<file path="config.mk">
export PLATFORM = sky130hd
export DESIGN_NAME = eeprom_ctrl_regs
export DESIGN_NICKNAME = d
export VERILOG_FILES = /design/src/core/eeprom_ctrl_pkg.sv /design/src/core/algo_clock_div.sv /design/src/core/eeprom_ctrl_regs.sv
export SDC_FILE = /design/constraint.sdc
export NUM_CORES = 1
export LEC_CHECK = 0
export BUFFER_PORTS_ARGS = -buffer_cell sky130_fd_sc_hd__buf_2
export CORE_MARGIN = 2
export CORE_UTILIZATION = 53
export CTS_CLUSTER_DIAMETER = 50
export DETAILED_ROUTE_END_ITERATION = 10
export MAX_ROUTING_LAYER = met4
export PLACE_DENSITY = 0.79
export SETUP_SLACK_MARGIN = 0.5
export SYNTH_ARGS = -nofsm -noshare
export SYNTH_HDL_FRONTEND = slang
export SYNTH_HIERARCHICAL = 1
export SYNTH_SLANG_ARGS = --single-unit
</file>
<file path="constraint.sdc">
create_clock -name clk -period 2.12 [get_ports clk]
set_input_delay 0.212 -clock clk [delete_from_list [all_inputs] [get_ports clk]]
set_output_delay 0.212 -clock clk [all_outputs]
set_load 0.01 [all_outputs]
</file>
<file path="src/core/eeprom_ctrl_pkg.sv">
// Purpose: Constants and types for the EEPROM control register block
// Assumes: Byte-wide register port, 100 MHz clock
// Notes: Offsets are byte indices of the register port
//
// Functional notes
// - Divider readable; low bits write once, top fixed
// - Loaded bit reads 1 after first write
// - Prescale bit divides oscillator by eight first
// - Reserved test registers read zero, ignore writes
// - Config top two bits read/write, rest zero
// - Buffer-empty enable gates buffer-empty interrupt
// - Done enable gates command-done interrupt
// - Protection loaded from nonvolatile byte at reset
// - User nonvolatile flag bits are read only
// - Open and disable bits only clear by write
// - Size code writable only while disable set
// - Open bit zero protects whole array
// - Disable bit zero enables protected upper sector
// - Sector ends 0x7ff, size 64 times code+1
// - Protected program or erase refused, violation flagged
// - Mass erase only when open and disable set
// - Buffer-empty flag clears by writing one
// - Done flag sets when all commands finish
package eeprom_ctrl_pkg;
	localparam logic [3:0] off_divider = 4'h0;
	localparam logic [3:0] off_reserved_a = 4'h1;
	localparam logic [3:0] off_reserved_b = 4'h2;
	localparam logic [3:0] off_config = 4'h3;
	localparam logic [3:0] off_protection = 4'h4;
	localparam logic [3:0] off_status = 4'h5;
	localparam int bit_loaded = 7;
	localparam int bit_prescale = 6;
	localparam int bit_buf_irq_en = 7;
	localparam int bit_done_irq_en = 6;
	localparam int bit_open = 7;
	localparam int bit_range_dis = 3;
	localparam int bit_buf_empty = 7;
	localparam int bit_done = 6;
	localparam int bit_viol = 5;
	localparam logic [10:0] protection_byte_addr = 11'h7fd;
	localparam logic [10:0] array_top_addr = 11'h7ff;
	localparam logic [2:0] prescale_count = 3'h7;
	localparam logic [7:0] divider_reset = 8'h00;
	localparam logic [1:0] config_reset = 2'h0;
	localparam logic [7:0] zero_byte = 8'h00;

	typedef struct packed {
		logic valid;
		logic mass;
		logic [10:0] addr;
	} alter_req_t;

	typedef enum logic [1:0] {
		st_idle = 2'b00,
		st_load = 2'b01,
		st_run = 2'b10
	} prot_state_t;
endpackage

</file>
<file path="src/core/algo_clock_div.sv">
// Purpose: Algorithm clock tick generator from the oscillator rate
// Assumes: Oscillator equals the module clock
// Notes: Tick is a one-cycle pulse; stays high with divider zero and prescale off
`timescale 1ns/1ps
module algo_clock_div
	import eeprom_ctrl_pkg::*;
(
	input wire logic clk,
	input wire logic arst_n,
	input wire logic enable,
	input wire logic prescale_by_eight,
	input wire logic [5:0] divider_value,
	output logic algo_tick
);
	logic [2:0] pre_cnt;
	logic [5:0] div_cnt;
	wire pre_tick = !prescale_by_eight || (pre_cnt == prescale_count);
	wire div_wrap = pre_tick && (div_cnt == divider_value);
	always_ff @(posedge clk or negedge arst_n)
	begin
		if (!arst_n)
		begin
			pre_cnt <= 3'h0;
			div_cnt <= 6'h00;
			algo_tick <= 1'b0;
		end
		else if (!enable)
		begin
			pre_cnt <= 3'h0;
			div_cnt <= 6'h00;
			algo_tick <= 1'b0;
		end
		else
		begin
			pre_cnt <= pre_tick ? 3'h0 : pre_cnt + 3'h1;
			if (pre_tick)
				div_cnt <= div_wrap ? 6'h00 : div_cnt + 6'h01;
			algo_tick <= div_wrap;
		end
	end
endmodule // algo_clock_div

</file>
<file path="src/core/eeprom_ctrl_regs.sv">
// Purpose: Divider, config, protection and flag registers of EEPROM block
// Assumes: Synchronous byte register port, read data one cycle later
// Notes: Command engine reports through alter and done inputs
`timescale 1ns/1ps
module eeprom_ctrl_regs
	import eeprom_ctrl_pkg::*;
(
	input wire logic clk,
	input wire logic arst_n,
	input wire logic [3:0] reg_addr,
	input wire logic [7:0] reg_wdata,
	input wire logic reg_wr,
	input wire logic reg_rd,
	output logic [7:0] reg_rdata,
	input wire logic [7:0] nv_protection_byte,
	input wire logic nv_valid,
	output logic nv_fetch,
	input wire alter_req_t alter_req,
	output logic alter_grant,
	input wire logic buffer_emptied,
	input wire logic all_commands_done,
	output logic buffer_empty_irq,
	output logic command_done_irq,
	output logic algo_tick,
	output logic divider_loaded
);
	// ==========================================================
	// Register state
	logic [6:0] divider_bits;
	logic buffer_empty_irq_enable;
	logic command_done_irq_enable;
	logic open_for_program;
	logic [2:0] user_nonvolatile_flags;
	logic range_disable;
	logic [2:0] protected_size_code;
	logic buffer_empty_flag;
	logic command_done_flag;
	logic protection_violation_flag;
	prot_state_t state;
	prot_state_t next_state;

	// ==========================================================
	// Decode
	wire wr_div = reg_wr && (reg_addr == off_divider);
	wire wr_cfg = reg_wr && (reg_addr == off_config);
	wire wr_prot = reg_wr && (reg_addr == off_protection) &&
		(state == st_run);
	wire wr_stat = reg_wr && (reg_addr == off_status);
	wire clr_buf = wr_stat && reg_wdata[bit_buf_empty];
	wire clr_viol = wr_stat && reg_wdata[bit_viol];

	// ==========================================================
	// Protection check
	wire [10:0] sector_base = {2'b11, ~protected_size_code, 6'h00};
	wire in_sector = (alter_req.addr >= sector_base) &&
		(alter_req.addr <= array_top_addr);
	wire sector_hit = !range_disable && in_sector;
	wire mass_ok = open_for_program && range_disable;
	wire alter_ok = alter_req.mass ? mass_ok :
		(open_for_program && !sector_hit);
	wire violation = alter_req.valid && !alter_ok;
	assign alter_grant = alter_req.valid && alter_ok && (state == st_run) &&
		!protection_violation_flag;

	// ==========================================================
	// Reset load of protection byte
	assign nv_fetch = (state == st_load);
	always_comb
	begin
		next_state = state;
		case (state)
			st_idle: next_state = st_load;
			st_load: if (nv_valid) next_state = st_run;
			st_run: next_state = st_run;
			default: next_state = st_idle;
		endcase
	end

	always_ff @(posedge clk or negedge arst_n)
	begin
		if (!arst_n)
			state <= st_idle;
		else
			state <= next_state;
	end

	// ==========================================================
	// Divider register
	always_ff @(posedge clk or negedge arst_n)
	begin
		if (!arst_n)
		begin
			divider_bits <= divider_reset[6:0];
			divider_loaded <= divider_reset[bit_loaded];
		end
		else if (wr_div && !divider_loaded)
		begin
			divider_bits <= reg_wdata[6:0];
			divider_loaded <= 1'b1;
		end
	end

	algo_clock_div u_div (
		.clk(clk),
		.arst_n(arst_n),
		.enable(divider_loaded),
		.prescale_by_eight(divider_bits[bit_prescale]),
		.divider_value(divider_bits[5:0]),
		.algo_tick(algo_tick)
	);

	// ==========================================================
	// Config register
	always_ff @(posedge clk or negedge arst_n)
	begin
		if (!arst_n)
			{buffer_empty_irq_enable, command_done_irq_enable} <= config_reset;
		else if (wr_cfg)
			{buffer_empty_irq_enable, command_done_irq_enable} <=
				reg_wdata[7:6];
	end

	// ==========================================================
	// Protection register
	always_ff @(posedge clk or negedge arst_n)
	begin
		if (!arst_n)
		begin
			open_for_program <= 1'b0;
			user_nonvolatile_flags <= 3'h0;
			range_disable <= 1'b0;
			protected_size_code <= 3'h0;
		end
		else if (state == st_load && nv_valid)
		begin
			open_for_program <= nv_protection_byte[bit_open];
			user_nonvolatile_flags <= nv_protection_byte[6:4];
			range_disable <= nv_protection_byte[bit_range_dis];
			protected_size_code <= nv_protection_byte[2:0];
		end
		else if (wr_prot)
		begin
			open_for_program <= open_for_program &
				reg_wdata[bit_open];
			range_disable <= range_disable &
				reg_wdata[bit_range_dis];
			if (range_disable)
				protected_size_code <= reg_wdata[2:0];
		end
	end

	// ==========================================================
	// Status flags, set wins over clear
	always_ff @(posedge clk or negedge arst_n)
	begin
		if (!arst_n)
		begin
			buffer_empty_flag <= 1'b1;
			command_done_flag <= 1'b1;
			protection_violation_flag <= 1'b0;
		end
		else
		begin
			if (buffer_emptied)
				buffer_empty_flag <= 1'b1;
			else if (clr_buf)
				buffer_empty_flag <= 1'b0;
			if (all_commands_done)
				command_done_flag <= 1'b1;
			else if (clr_buf)
				command_done_flag <= 1'b0;
			if (violation)
				protection_violation_flag <= 1'b1;
			else if (clr_viol)
				protection_violation_flag <= 1'b0;
		end
	end

	assign buffer_empty_irq = buffer_empty_irq_enable &&
		buffer_empty_flag;
	assign command_done_irq = command_done_irq_enable &&
		command_done_flag;

	// ==========================================================
	// Read mux
	wire [7:0] rd_div = {divider_loaded, divider_bits};
	wire [7:0] rd_cfg = {buffer_empty_irq_enable, command_done_irq_enable,
		6'h00};
	wire [7:0] rd_prot = {open_for_program, user_nonvolatile_flags,
		range_disable, protected_size_code};
	wire [7:0] rd_stat = {buffer_empty_flag, command_done_flag,
		protection_violation_flag, 5'h00};
	wire [7:0] rd_sel =
		(reg_addr == off_divider) ? rd_div :
		(reg_addr == off_config) ? rd_cfg :
		(reg_addr == off_protection) ? rd_prot :
		(reg_addr == off_status) ? rd_stat :
		zero_byte;

	always_ff @(posedge clk or negedge arst_n)
	begin
		if (!arst_n)
			reg_rdata <= zero_byte;
		else if (reg_rd)
			reg_rdata <= rd_sel;
		else
			reg_rdata <= zero_byte;
	end
endmodule // eeprom_ctrl_regs

</file>
# == Yosys cells after proc, flatten, opt, wreduce, memory -nomap -nowiden ==
# Index checks and enable logic that the tools add are counted.
# word_totals
reg_bits,41
latch_bits,0
ramBits,0
rom_bits,0
input_bits,40
output_inout_bits,14
word_cells,93
n_memories,0
# op_classes
addsub,2
mul,0
div_mod_pow,0
n_lt_le_gt_ge,2
eq_ne,9
n_shift,0
muxes,26
bitwise_logic,3
n_reduce_logical,35
# ops
cell,count
$mux W8,5
$logic_and A1 B1 Y1,20
$mux W6,3
$mux W3,5
$ge A11 B11 Y1,1
$le A11 B11 Y1 const B,1
$mux W1,11
$reduce_bool A2 Y1,5
$eq A4 B3 Y1 const B,2
$add A6 B1 Y6 const B,1
$eq A6 B6 Y1,1
$logic_not A1 Y1,6
$pmux W2 S3,1
$eq A4 B2 Y1 const B,1
$logic_not A4 Y1,1
$add A3 B1 Y3 const B,1
$eq A3 B3 Y1 const B,1
$not A3 Y3,1
$and A1 B1 Y1,2
$eq A2 B1 Y1 const B,1
$eq A2 B2 Y1 const B,1
$logic_not A2 Y1,1
$mux W2,1
$ne A2 B1 Y1 const B,1
other kinds (3),3

# == Logic depth before layout (Yosys ltp) ==
# Gate-level depths: netlist (run 1).
# logic_depth
depth_word,10
ltp_mapped,8

# == Modules after synthesis ==
# Netlist (run 1), hierarchy kept.
# modules_own_cells
mod,n_inst,cells_each,area_per_inst_um2,seq_area_each_um2
eeprom_ctrl_regs,1,134,1551.5,778.2
algo_clock_div,1,63,639.4,250.2

# == Worst setup path before layout (run 1) ==
# Ideal clock, no wire load.
# synth_timing
kind,reg2out
start,register protected_size_code[1]
end,output port alter_grant
arrival_time_ps,1693
required_ps,1908
path_slack_ps,215
path_stages_with_launch,6
path_buffers,0
path_cell_list,dfrtp_1 > ha_1 > nor2b_1 > o21bai_1 > o211ai_1 > a2111oi_0
# synth_via
elab_chain_len,10
# synth_rtl
element,line_no,rtl
start: declaration,eeprom_ctrl_regs.sv:35,logic [2:0] protected_size_code;
start signal: assignment,eeprom_ctrl_regs.sv:139,protected_size_code <= nv_protection_byte[2:0];
start signal: assignment,eeprom_ctrl_regs.sv:148,protected_size_code <= reg_wdata[2:0];
$not A3 Y3,eeprom_ctrl_regs.sv:54,"wire [10:0] sector_base = {2'b11, ~protected_size_code, 6'h00};"
$ge A11 B11 Y1,eeprom_ctrl_regs.sv:55,wire in_sector = (alter_req.addr >= sector_base) &&
$logic_and A1 B1 Y1,eeprom_ctrl_regs.sv:55,
$logic_and A1 B1 Y1,eeprom_ctrl_regs.sv:57,wire sector_hit = !range_disable && in_sector;
$logic_not A1 Y1,eeprom_ctrl_regs.sv:60,(open_for_program && !sector_hit);
$logic_and A1 B1 Y1,eeprom_ctrl_regs.sv:60,
$mux W1,eeprom_ctrl_regs.sv:59,wire alter_ok = alter_req.mass ? mass_ok :
$logic_and A1 B1 Y1 (3 in a row),eeprom_ctrl_regs.sv:62,assign alter_grant = alter_req.valid && alter_ok && (state == st_run) &&
end: declaration,eeprom_ctrl_regs.sv:19,"output logic alter_grant,"
# Every way passes these cells.

# == Final worst setup path (run 1) ==
# layout_timing
start,register protected_size_code[2]
end,output port alter_grant
# The elaborated chain is that of the path after synthesis.

==> flow_summary.yaml, run 1 <==
power:
  powerDensity_nw_per_um2: 934
  p_leak_nw: 1.28
  irDropWorstVdd_uv: 595
  power_w: 0.00256
min_path:
  hp-class: "in -> async"
route:
  postRouteWirelength_um: 4890
  drc_errors: 0
  ant_nets: 0
  vias: 1752
  first_iter_violations: 84
  drt-vias-per-instance: 5.58
  avgRoutedWirePerCell_um: 15.6
  firstDrtPassIters: 4
synthesis:
  avgSynthCellArea_um2: 11.1
  syn_area_um2: 2190
  ys.warnings.count: 6
  syn-num-nets: 246
  synth.distinct_cells: 48
  synth_enable_flop_cells: 0
  seq_area_frac_synth_pct: 46.9
  async_flop_share_pct: 100
  postSynthCellCount: 197
  synth-seq-cells: 41
  synth-main-ff-cell: "dfrtp_1"
critical_path:
  cp_max_fo: 3
  critPathKind: "reg -> out"
  worstSetupStartpointType: "flop"
  worstPathArrival_ns: 1.97
  crit_required_ns: 1.91
  setup.worst_path.end_class: "primary output"
global_routing:
  grt.overflow.total: 0
  grtUsageTotal_pct: 22.5
  grt_start_max_net_pins: 42
  grt_pass1_wl_um: 7360
  antenna_found_initial: 0
  first_global_vias: 1620
finish:
  mostFrequentLayoutCells: "buf_2, dfrtp_1, nand2_1"
  antenna_cells: 0
  final_nets: 312
  drive_gt1_share_pct: 41.7
  syn_to_final_growth_pct: 25.1
  instances_no_fill: 314
  final_common_cell: "buf_2"
floorplanning:
  start_util_pct: 54.8
  core_area_um2: 4000
  io_pins: 54
  die_area_um2: 4660
  rows: 23
  die_h_um: 68.3
  fp.dieW_um: 68.3
clock_network:
  cts_root_buf: "clkbuf_8"
  clk-insertion-delay-late_ns: 0.30
  cts_made_buffers: 5
  clk_path_buf_depth: 2
  clk_transition_reported_paths_ns: 0.08
  htreeDepth: 2
  tritoncts: "yes"
  cts.sinks: 41
sta:
  skew_ns: 0.00707
  fin_ws_ns: -0.0571
  fin_crit_sh_pct: 103
  max_clock_freq_mhz: 459
  tightest_slew_ns: 0.896
  post-route-min-period_ns: 2.18
  grt_setup_unrepaired: "yes"
  tns_ns: -0.0571
  finalSetupViolations: 1
  relSlewSlack_pct: 40.3
  slew_violations: 0
  hold_violations: 0
run_status:
  status: "finished, violations left"
  violations: "negative setup slack"
placed_design:
  hpwl_um: 3490
  place_inst: 298
  gp_congestion: 0.802
  portBuffers: 53
  dp_slack_ns: 0.242
job:
  cap_violations: 0
-- what timing repair did --
action / 4_1_cts / 5_1_grt
pin swaps: 2 / 7
buffers inserted: 4 / 4
gates resized for setup: 1 / 14
setup endpoints to repair: 12 / 11
hold buffers: 0 / 0
-- cell type report --
class | count | area (um2)
Inverter | 11 | 41.3
Multi-Input combinational cell | 141 | 1180
Fill cell | 311 | 1260
Timing Repair Buffer | 63 | 344
Tap cell | 50 | 62.6
Sequential cell | 41 | 1030
Clock buffer | 8 | 80.1
-- report_power, final --
| group | switching [W] | total, W | internal [W] | leakage [nW] |
|---|---|---|---|---|
| sequential | 0.000164 | 0.00113 | 0.000965 | 0.521 |
| clock | 0.000263 | 0.000497 | 0.000234 | 0.0395 |
| combinational | 0.000482 | 0.000933 | 0.000451 | 0.718 |
-- state kept, by name, summed over array words and instances, names as in the netlist --
name	count
buffer_empty_irq_enable	1
protected_size_code	3
u_div/algo_tick	1
protection_violation_flag	1
buffer_empty_flag	1
state	2
user_nonvolatile_flags	3
command_done_flag	1
divider_bits	7
open_for_program	1
range_disable	1
divider_loaded	1
command_done_irq_enable	1
reg_rdata	8
u_div/pre_cnt	3
u_div/div_cnt	6
-- per-stage QoR --
stage          util [%]  hold WS (ns)  cell area, um2
2_1_floorplan         -       -0.0836            2210
5_1_grt            68.5        0.0859            2740
6_report           68.5        0.0367            2740
3_5_place_dp       62.9         0.390            2520
4_1_cts            65.7        0.0686            2630
3_3_place_gp       62.9         0.381            2520
-- routing by layer --
layer,track usage (%),share of wire (%),vias up
li1,-,-,841
met1,27.4,41,855
met2,36.2,52,49
met3,5.43,5.3,7
met4,8.50,1.5,0
met5,-,0,-
-- worst paths after layout --
kind	start	end	slack, ns	cells past startpoint
min in group clk	all_commands_done	command_done_flag$_DFFE_PN1P_	0.09	2
max	protected_size_code[2]$_DFFE_PN0P_	alter_grant	-0.06	6
max in group asynchronous	arst_n	u_div/div_cnt[0]$_DFFE_PN0P_	1.48	1
min reg2reg	protected_size_code[0]$_DFFE_PN0P_	protected_size_code[0]$_DFFE_PN0P_	0.51	2
min	arst_n	u_div/algo_tick$_DFF_PN0_	0.04	1
max reg2reg	protected_size_code[2]$_DFFE_PN0P_	protection_violation_flag$_DFFE_PN0P_	0.36	7
-- cells by family (layout without fill, tap and decap cells) --
logic type / count (synthesis) / in the layout / share of synthesized area (%)
adders and majority gates: 9 / 9 / 5.14
DFF: 41 / 41 / 46.9
buffers and inverters: 15 / 82 / 3.60
muxes: 16 / 16 / 8.22
xor gates and xnor gates: 6 / 6 / 2.40
AOI/OAI and AO/OA: 41 / 41 / 13.9
and+or+nand+nor: 69 / 69 / 19.8
-- critical path, stage by stage, from the launching register on --
cell	delay (ns)
dfrtp_1	0.40
ha_1	0.30
nand3_2	0.09
o21bai_4	0.11
o211ai_1	0.16
a2111oi_2	0.41
buf_2	0.20
-- synth_stat cells (3+ instances only) --
library cell / n / area [um2]
nor2b_1: 12 / 75.1
and2_1: 3 / 18.8
inv_1: 11 / 41.3
ha_1: 9 / 113
nand2_1: 19 / 71.3
nand3_1: 4 / 20.0
nand2b_1: 3 / 18.8
xnor2_1: 3 / 26.3
o211ai_1: 7 / 52.6
o21ai_0: 10 / 50.1
a22oi_1: 5 / 37.5
mux2i_1: 3 / 30.0
buf_6: 3 / 33.8
mux2_2: 12 / 135
nor2_1: 9 / 33.8
nor3_1: 4 / 20.0
xor2_1: 3 / 26.3
dfrtp_1: 39 / 976
No activity file was read; power rests on OpenSTA's default activity.
==> run 2, diff against run 1 <==
--- a/config.mk
+++ b/config.mk
@@ -5,6 +5,7 @@
 export SDC_FILE = /design/constraint.sdc
 export NUM_CORES = 1
 export LEC_CHECK = 0
+export ABC_CLOCK_PERIOD_IN_PS = 2120
 export BUFFER_PORTS_ARGS = -buffer_cell sky130_fd_sc_hd__buf_2
 export CORE_MARGIN = 2
 export CORE_UTILIZATION = 53
==> constraint.sdc (replaced) <==
create_clock -name clk -period 2.12 [get_ports clk]
set_input_delay 0.212 -clock clk [delete_from_list [all_inputs] [get_ports clk]]
set_output_delay 0.212 -clock clk [all_outputs]
set_load 0.005 [all_outputs]
==> flow_summary.yaml, run 2 (synthesis gave the netlist of run 1 again) <==
sta:
  fin_crit_sh_pct: 99.6
  tns_ns: 0
  max_clock_freq_mhz: 473
  relSlewSlack_pct: 39.9
  fin_ws_ns: 0.00754
  skew_ns: 0.00816
  post-route-min-period_ns: 2.11
  tightest_slew_ns: 0.902
  finalSetupViolations: 0
  slew_violations: 0
  grt_setup_unrepaired: "yes"
  hold_violations: 0
critical_path:
  path_delay_family: "compound AO/OA/AOI/OAI gates"
  setup.worst_path.end_class: "primary output"
  critPathKind: "reg -> out"
  max_stage_delay_ns: 0.41
  cp.depth: 6
  r2r_end: "u_div/div_cnt[0]$_DFFE_PN0P_"
  worstPathCellList: "ha_1, nand3_2, o21bai_1, o211ai_1, a2111oi_2, buf_2"
  r2r-start: "u_div/pre_cnt[0]$_DFF_PN0_"
  crit_start: "protected_size_code[2]$_DFFE_PN0P_"
  cp_max_fo: 3
  r2r_slack_ns: 0.40
  crit_required_ns: 1.91
  path_buf_inv: 1
  reg2reg_depth: 7
  cpMaxStageDelayCell: "dfrtp_1"
  worstSetupStartpointType: "flop"
  worstPathArrival_ns: 1.90
clock_network:
  cts.sinks: 41
  cts_made_buffers: 5
  clk_path_buf_depth: 2
  cts_root_buf: "clkbuf_8"
  tritoncts: "yes"
  htreeDepth: 2
  clk_transition_reported_paths_ns: 0.08
  clk-insertion-delay-late_ns: 0.29
  holdBufCountCts: 0
finish:
  largest_reg_flops: 8
  antenna_cells: 0
  final_nets: 311
  mostFrequentLayoutCells: "buf_2, dfrtp_1, nand2_1"
  syn_to_final_growth_pct: 23.9
  reg.largest.list: "reg_rdata: 8 flops, divider_bits: 7 flops, u_div/div_cnt: 6 flops"
  top_register: "reg_rdata"
  drive_gt1_share_pct: 40.8
  instances_no_fill: 312
  final_common_cell: "buf_2"
global_routing:
  grt_start_max_net_pins: 42
  grtUsageTotal_pct: 23.0
  first_global_vias: 1653
  grt_pass1_wl_um: 7610
  antenna_found_initial: 0
  grt.overflow.total: 0
placed_design:
  portBuffers: 53
  place_inst: 298
  hpwl_um: 3440
  dp_slack_ns: 0.313
  gp_congestion: 0.880
route:
  drc_errors: 0
  vias: 1764
  first_iter_violations: 86
  ant_nets: 0
  firstDrtPassIters: 4
  drt-vias-per-instance: 5.65
  avgRoutedWirePerCell_um: 15.5
  postRouteWirelength_um: 4850
job:
  cap_violations: 0
power:
  irDropWorstVdd_uv: 564
  p_leak_nw: 1.28
  powerDensity_nw_per_um2: 927
floorplanning:
  die_h_um: 68.3
  io_pins: 54
  start_util_pct: 54.8
  rows: 23
  core_area_um2: 4000
  die_area_um2: 4660
  fp.dieW_um: 68.3
run_status:
  status: "complete, no violations"
min_path:
  hp-class: "in -> async"
-- run 2: where the power goes --
group / internal, W / switching, W / total, W / leakage (nW)
clock: 0.000258 / 0.000254 / 0.000512 / 0.0443
sequential: 0.000963 / 0.000168 / 0.00113 / 0.522
combinational: 0.000426 / 0.000446 / 0.000872 / 0.716
total: 0.00165 / 0.000867 / 0.00252 / 1.28
-- run 2: per-layer routing --
layer  track usage (%)  part of all wire, %  up-vias
li1                  -                    -      841
met2              38.1                   49       60
met1              28.3                   44      853
met3              4.93                  5.4       10
met4              7.00                  1.8        0
met5                 -                    0        -
-- run 2: what timing repair did --
action	4_1_cts	5_1_grt
endpoints found under the hold margin	0	0
setup buffers	4	2
endpoints found under the setup margin	9	13
gates resized for setup	0	10
cloned	1	0
pin swaps	3	3
-- run 2: worst max path at each step --
stage               slack [ns]                           end
floorplan                 0.35  u_div/div_cnt[2]$_DFFE_PN0P_
global placement          0.31                   alter_grant
detailed placement        0.31                   alter_grant
CTS                       0.07                   alter_grant
global route             -0.11                   alter_grant
finish                   0.008                   alter_grant
-- run 2: layout make-up --
class / count / area (um2)
Inverter: 11 / 41.3
Clock buffer: 7 / 86.3
Timing Repair Buffer: 61 / 329
Multi-Input combinational cell: 142 / 1170
Sequential cell: 41 / 1030
Tap cell: 50 / 62.6
Fill cell: 328 / 1290
-- run 2: per-stage QoR --
| step | area [um2] | hold slack (ns) | utilization [%] | total power (W) |
|---|---|---|---|---|
| final | 2710 | 0.0440 | 67.8 | 0.00252 |
| after global routing | 2710 | 0.0990 | 67.8 | 0.00269 |
| after CTS | 2640 | 0.0759 | 66.1 | 0.00243 |
| after detailed placement | 2520 | 0.390 | 62.9 | 0.00188 |
| after global placement | 2520 | 0.382 | 62.9 | 0.00184 |
| after floorplan | 2210 | -0.0836 | - | 0.00167 |
==> run 3, diff against run 2 <==
--- a/config.mk
+++ b/config.mk
@@ -6,13 +6,13 @@
 export NUM_CORES = 1
 export LEC_CHECK = 0
 export ABC_CLOCK_PERIOD_IN_PS = 2120
-export BUFFER_PORTS_ARGS = -buffer_cell sky130_fd_sc_hd__buf_2
 export CORE_MARGIN = 2
-export CORE_UTILIZATION = 53
+export CORE_UTILIZATION = 62
 export CTS_CLUSTER_DIAMETER = 50
 export DETAILED_ROUTE_END_ITERATION = 10
+export DONT_BUFFER_PORTS = 1
 export MAX_ROUTING_LAYER = met4
-export PLACE_DENSITY = 0.79
+export PLACE_DENSITY = 0.78
 export SETUP_SLACK_MARGIN = 0.5
 export SYNTH_ARGS = -nofsm -noshare
 export SYNTH_HDL_FRONTEND = slang
==> flow_summary.yaml, run 3 (synthesis gave the netlist of run 1 again) <==
route:
  vias: 1679
  drc_errors: 0
  wl_met2_um: 2740
  first_iter_violations: 132
  firstDrtPassIters: 4
  met1_length_um: 2050
  ant_nets: 0
  avgRoutedWirePerCell_um: 18.9
  drt-vias-per-instance: 6.04
  dr_wl_met3_um: 311
  route.top_layer_used: "met4"
  postRouteWirelength_um: 5240
finish:
  syn_to_final_growth_pct: 20.2
  multiInputGateArea_um2: 1150
  mostFrequentLayoutCells: "dfrtp_1, nand2_1, dlygate4sd3_1"
  top_register: "reg_rdata"
  largest_reg_flops: 8
  antenna_cells: 0
  drive_gt1_share_pct: 24.6
  seqCellArea_um2: 1030
  instances_no_fill: 278
  fillers: 224
  final_nets: 280
  reg.largest.list: "reg_rdata: 8 flops, divider_bits: 7 flops, u_div/div_cnt: 6 flops"
  final_common_cell: "dfrtp_1"
clock_network:
  clk_transition_reported_paths_ns: 0.12
  cts_made_buffers: 5
  htreeDepth: 2
  clk_path_buf_depth: 2
  tritoncts: "yes"
  clk-insertion-delay-late_ns: 0.36
  cts_root_buf: "clkbuf_4"
  cts.sinks: 41
power:
  powerDensity_nw_per_um2: 918
  irDropWorstVdd_uv: 586
  p_leak_nw: 1.13
sta:
  slew_violations: 0
  max_clock_freq_mhz: 481
  hold_violations: 0
  skew_ns: 0.0117
  tightest_slew_ns: 0.450
  finalSetupViolations: 0
  whs_ns: 0.0127
  fin_crit_sh_pct: 98.0
  post-route-min-period_ns: 2.08
  relSlewSlack_pct: 70.0
  grt_setup_unrepaired: "yes"
critical_path:
  max_stage_delay_ns: 0.43
  r2r_end: "u_div/div_cnt[2]$_DFFE_PN0P_"
  endpoint: "alter_grant"
  r2r_slack_ns: 0.45
  cp_max_fo: 3
  worstSetupStartpointType: "flop"
  setup.worst_path.end_class: "primary output"
  crit_required_ns: 1.91
  worstPathCellList: "ha_1, nand3_2, o21bai_1, o211ai_1, a2111oi_2"
  worstPathArrival_ns: 1.87
  reg2reg_depth: 4
  r2r-start: "divider_bits[0]$_DFFE_PN0P_"
  cpMaxStageDelayCell: "dfrtp_1"
  crit_start: "protected_size_code[2]$_DFFE_PN0P_"
  critPathKind: "reg -> out"
job:
  cap_violations: 0
floorplanning:
  core_area_um2: 3360
  io_pins: 54
  fp.dieW_um: 63.4
  die_area_um2: 4030
  die_h_um: 63.4
  rows: 21
  start_util_pct: 65.1
global_routing:
  grt_start_max_net_pins: 42
  grt.overflow.total: 0
  grtUsageTotal_pct: 26.3
  antenna_found_initial: 0
  first_global_vias: 1642
  grt_pass1_wl_um: 7850
run_status:
  status: "complete, no violations"
placed_design:
  place_inst: 242
  portBuffers: 0
  gp_congestion: 0.851
  hpwl_um: 3300
min_path:
  hp-class: "in -> reg"
run 3: cell count changes in the layout (fill, tap and decap cells not counted), sizes merged:
cell | previous run | this run
clkbuf | 7 | 8
dlygate4sd3 | 0 | 19
nor2b | 14 | 13
buf | 61 | 12
run 3: worst min path at each step:
| stage | cells past startpoint | end | from | slack [ns] |
|---|---|---|---|---|
| after floorplan | 0 | buffer_empty_irq_enable$_DFFE_PN0P_ | arst_n | -0.08 |
| after global placement | 0 | u_div/pre_cnt[2]$_DFF_PN0_ | arst_n | -0.08 |
| after detailed placement | 0 | reg_rdata[4]$_DFF_PN0_ | arst_n | -0.08 |
| after CTS | 1 | user_nonvolatile_flags[2]$_DFFE_PN0P_ | nv_protection_byte[6] | 0.0008 |
| after global routing | 1 | divider_bits[2]$_DFFE_PN0P_ | reg_wdata[2] | -0.004 |
| final | 1 | divider_bits[2]$_DFFE_PN0P_ | reg_wdata[2] | 0.01 |
run 3: metrics by stage:
step           util (%)  setup TNS, ns  cell area [um2]  setup WS (ns)  power [W]
2_1_floorplan         -              0             2210          0.351    0.00167
3_3_place_gp       67.0              0             2250          0.426    0.00174
3_5_place_dp       67.0              0             2250          0.417    0.00179
4_1_cts            74.1              0             2490         0.0914    0.00228
5_1_grt            78.3        -0.0745             2630        -0.0745    0.00257
6_report           78.3              0             2630         0.0427    0.00242
run 3: report_power, final:
part / switching (W) / leakage (nW) / internal [W]
sequential: 0.000182 / 0.520 / 0.000963
combinational: 0.000430 / 0.581 / 0.000425
clock: 0.000253 / 0.0326 / 0.000164
run 3: timing repair:
action                     in CTS  in global routing
hold endpoints to repair       56                  8
pin swaps                       3                  6
resized for setup               2                  8
hold buffers                   15                  5
setup endpoints to repair      10                 13
buffers inserted                2                  6
run 3: final cells by class:
class | count | area share (%)
tap | 46 | 2.19
multi-input combinational | 141 | 43.8
clock buffer | 8 | 2.23
sequential | 41 | 39.1
inverter | 11 | 1.57
timing repair buffer | 31 | 11.1
run 3: routing by layer:
layer / vias up / track usage [%]
met3: 15 / 6.79
met4: 0 / 8.42
met1: 816 / 32.9
met2: 77 / 42.0
li1: 771 / -
met5: - / -
run 3: worst max-delay path: cells and delay by family, from the launching register on:
family                     cells  cell delay (ns)
AOI/OAI and AO/OA              3             0.68
adders and majority gates      1             0.30
DFF                            1             0.43
and+or+nand+nor                1             0.09
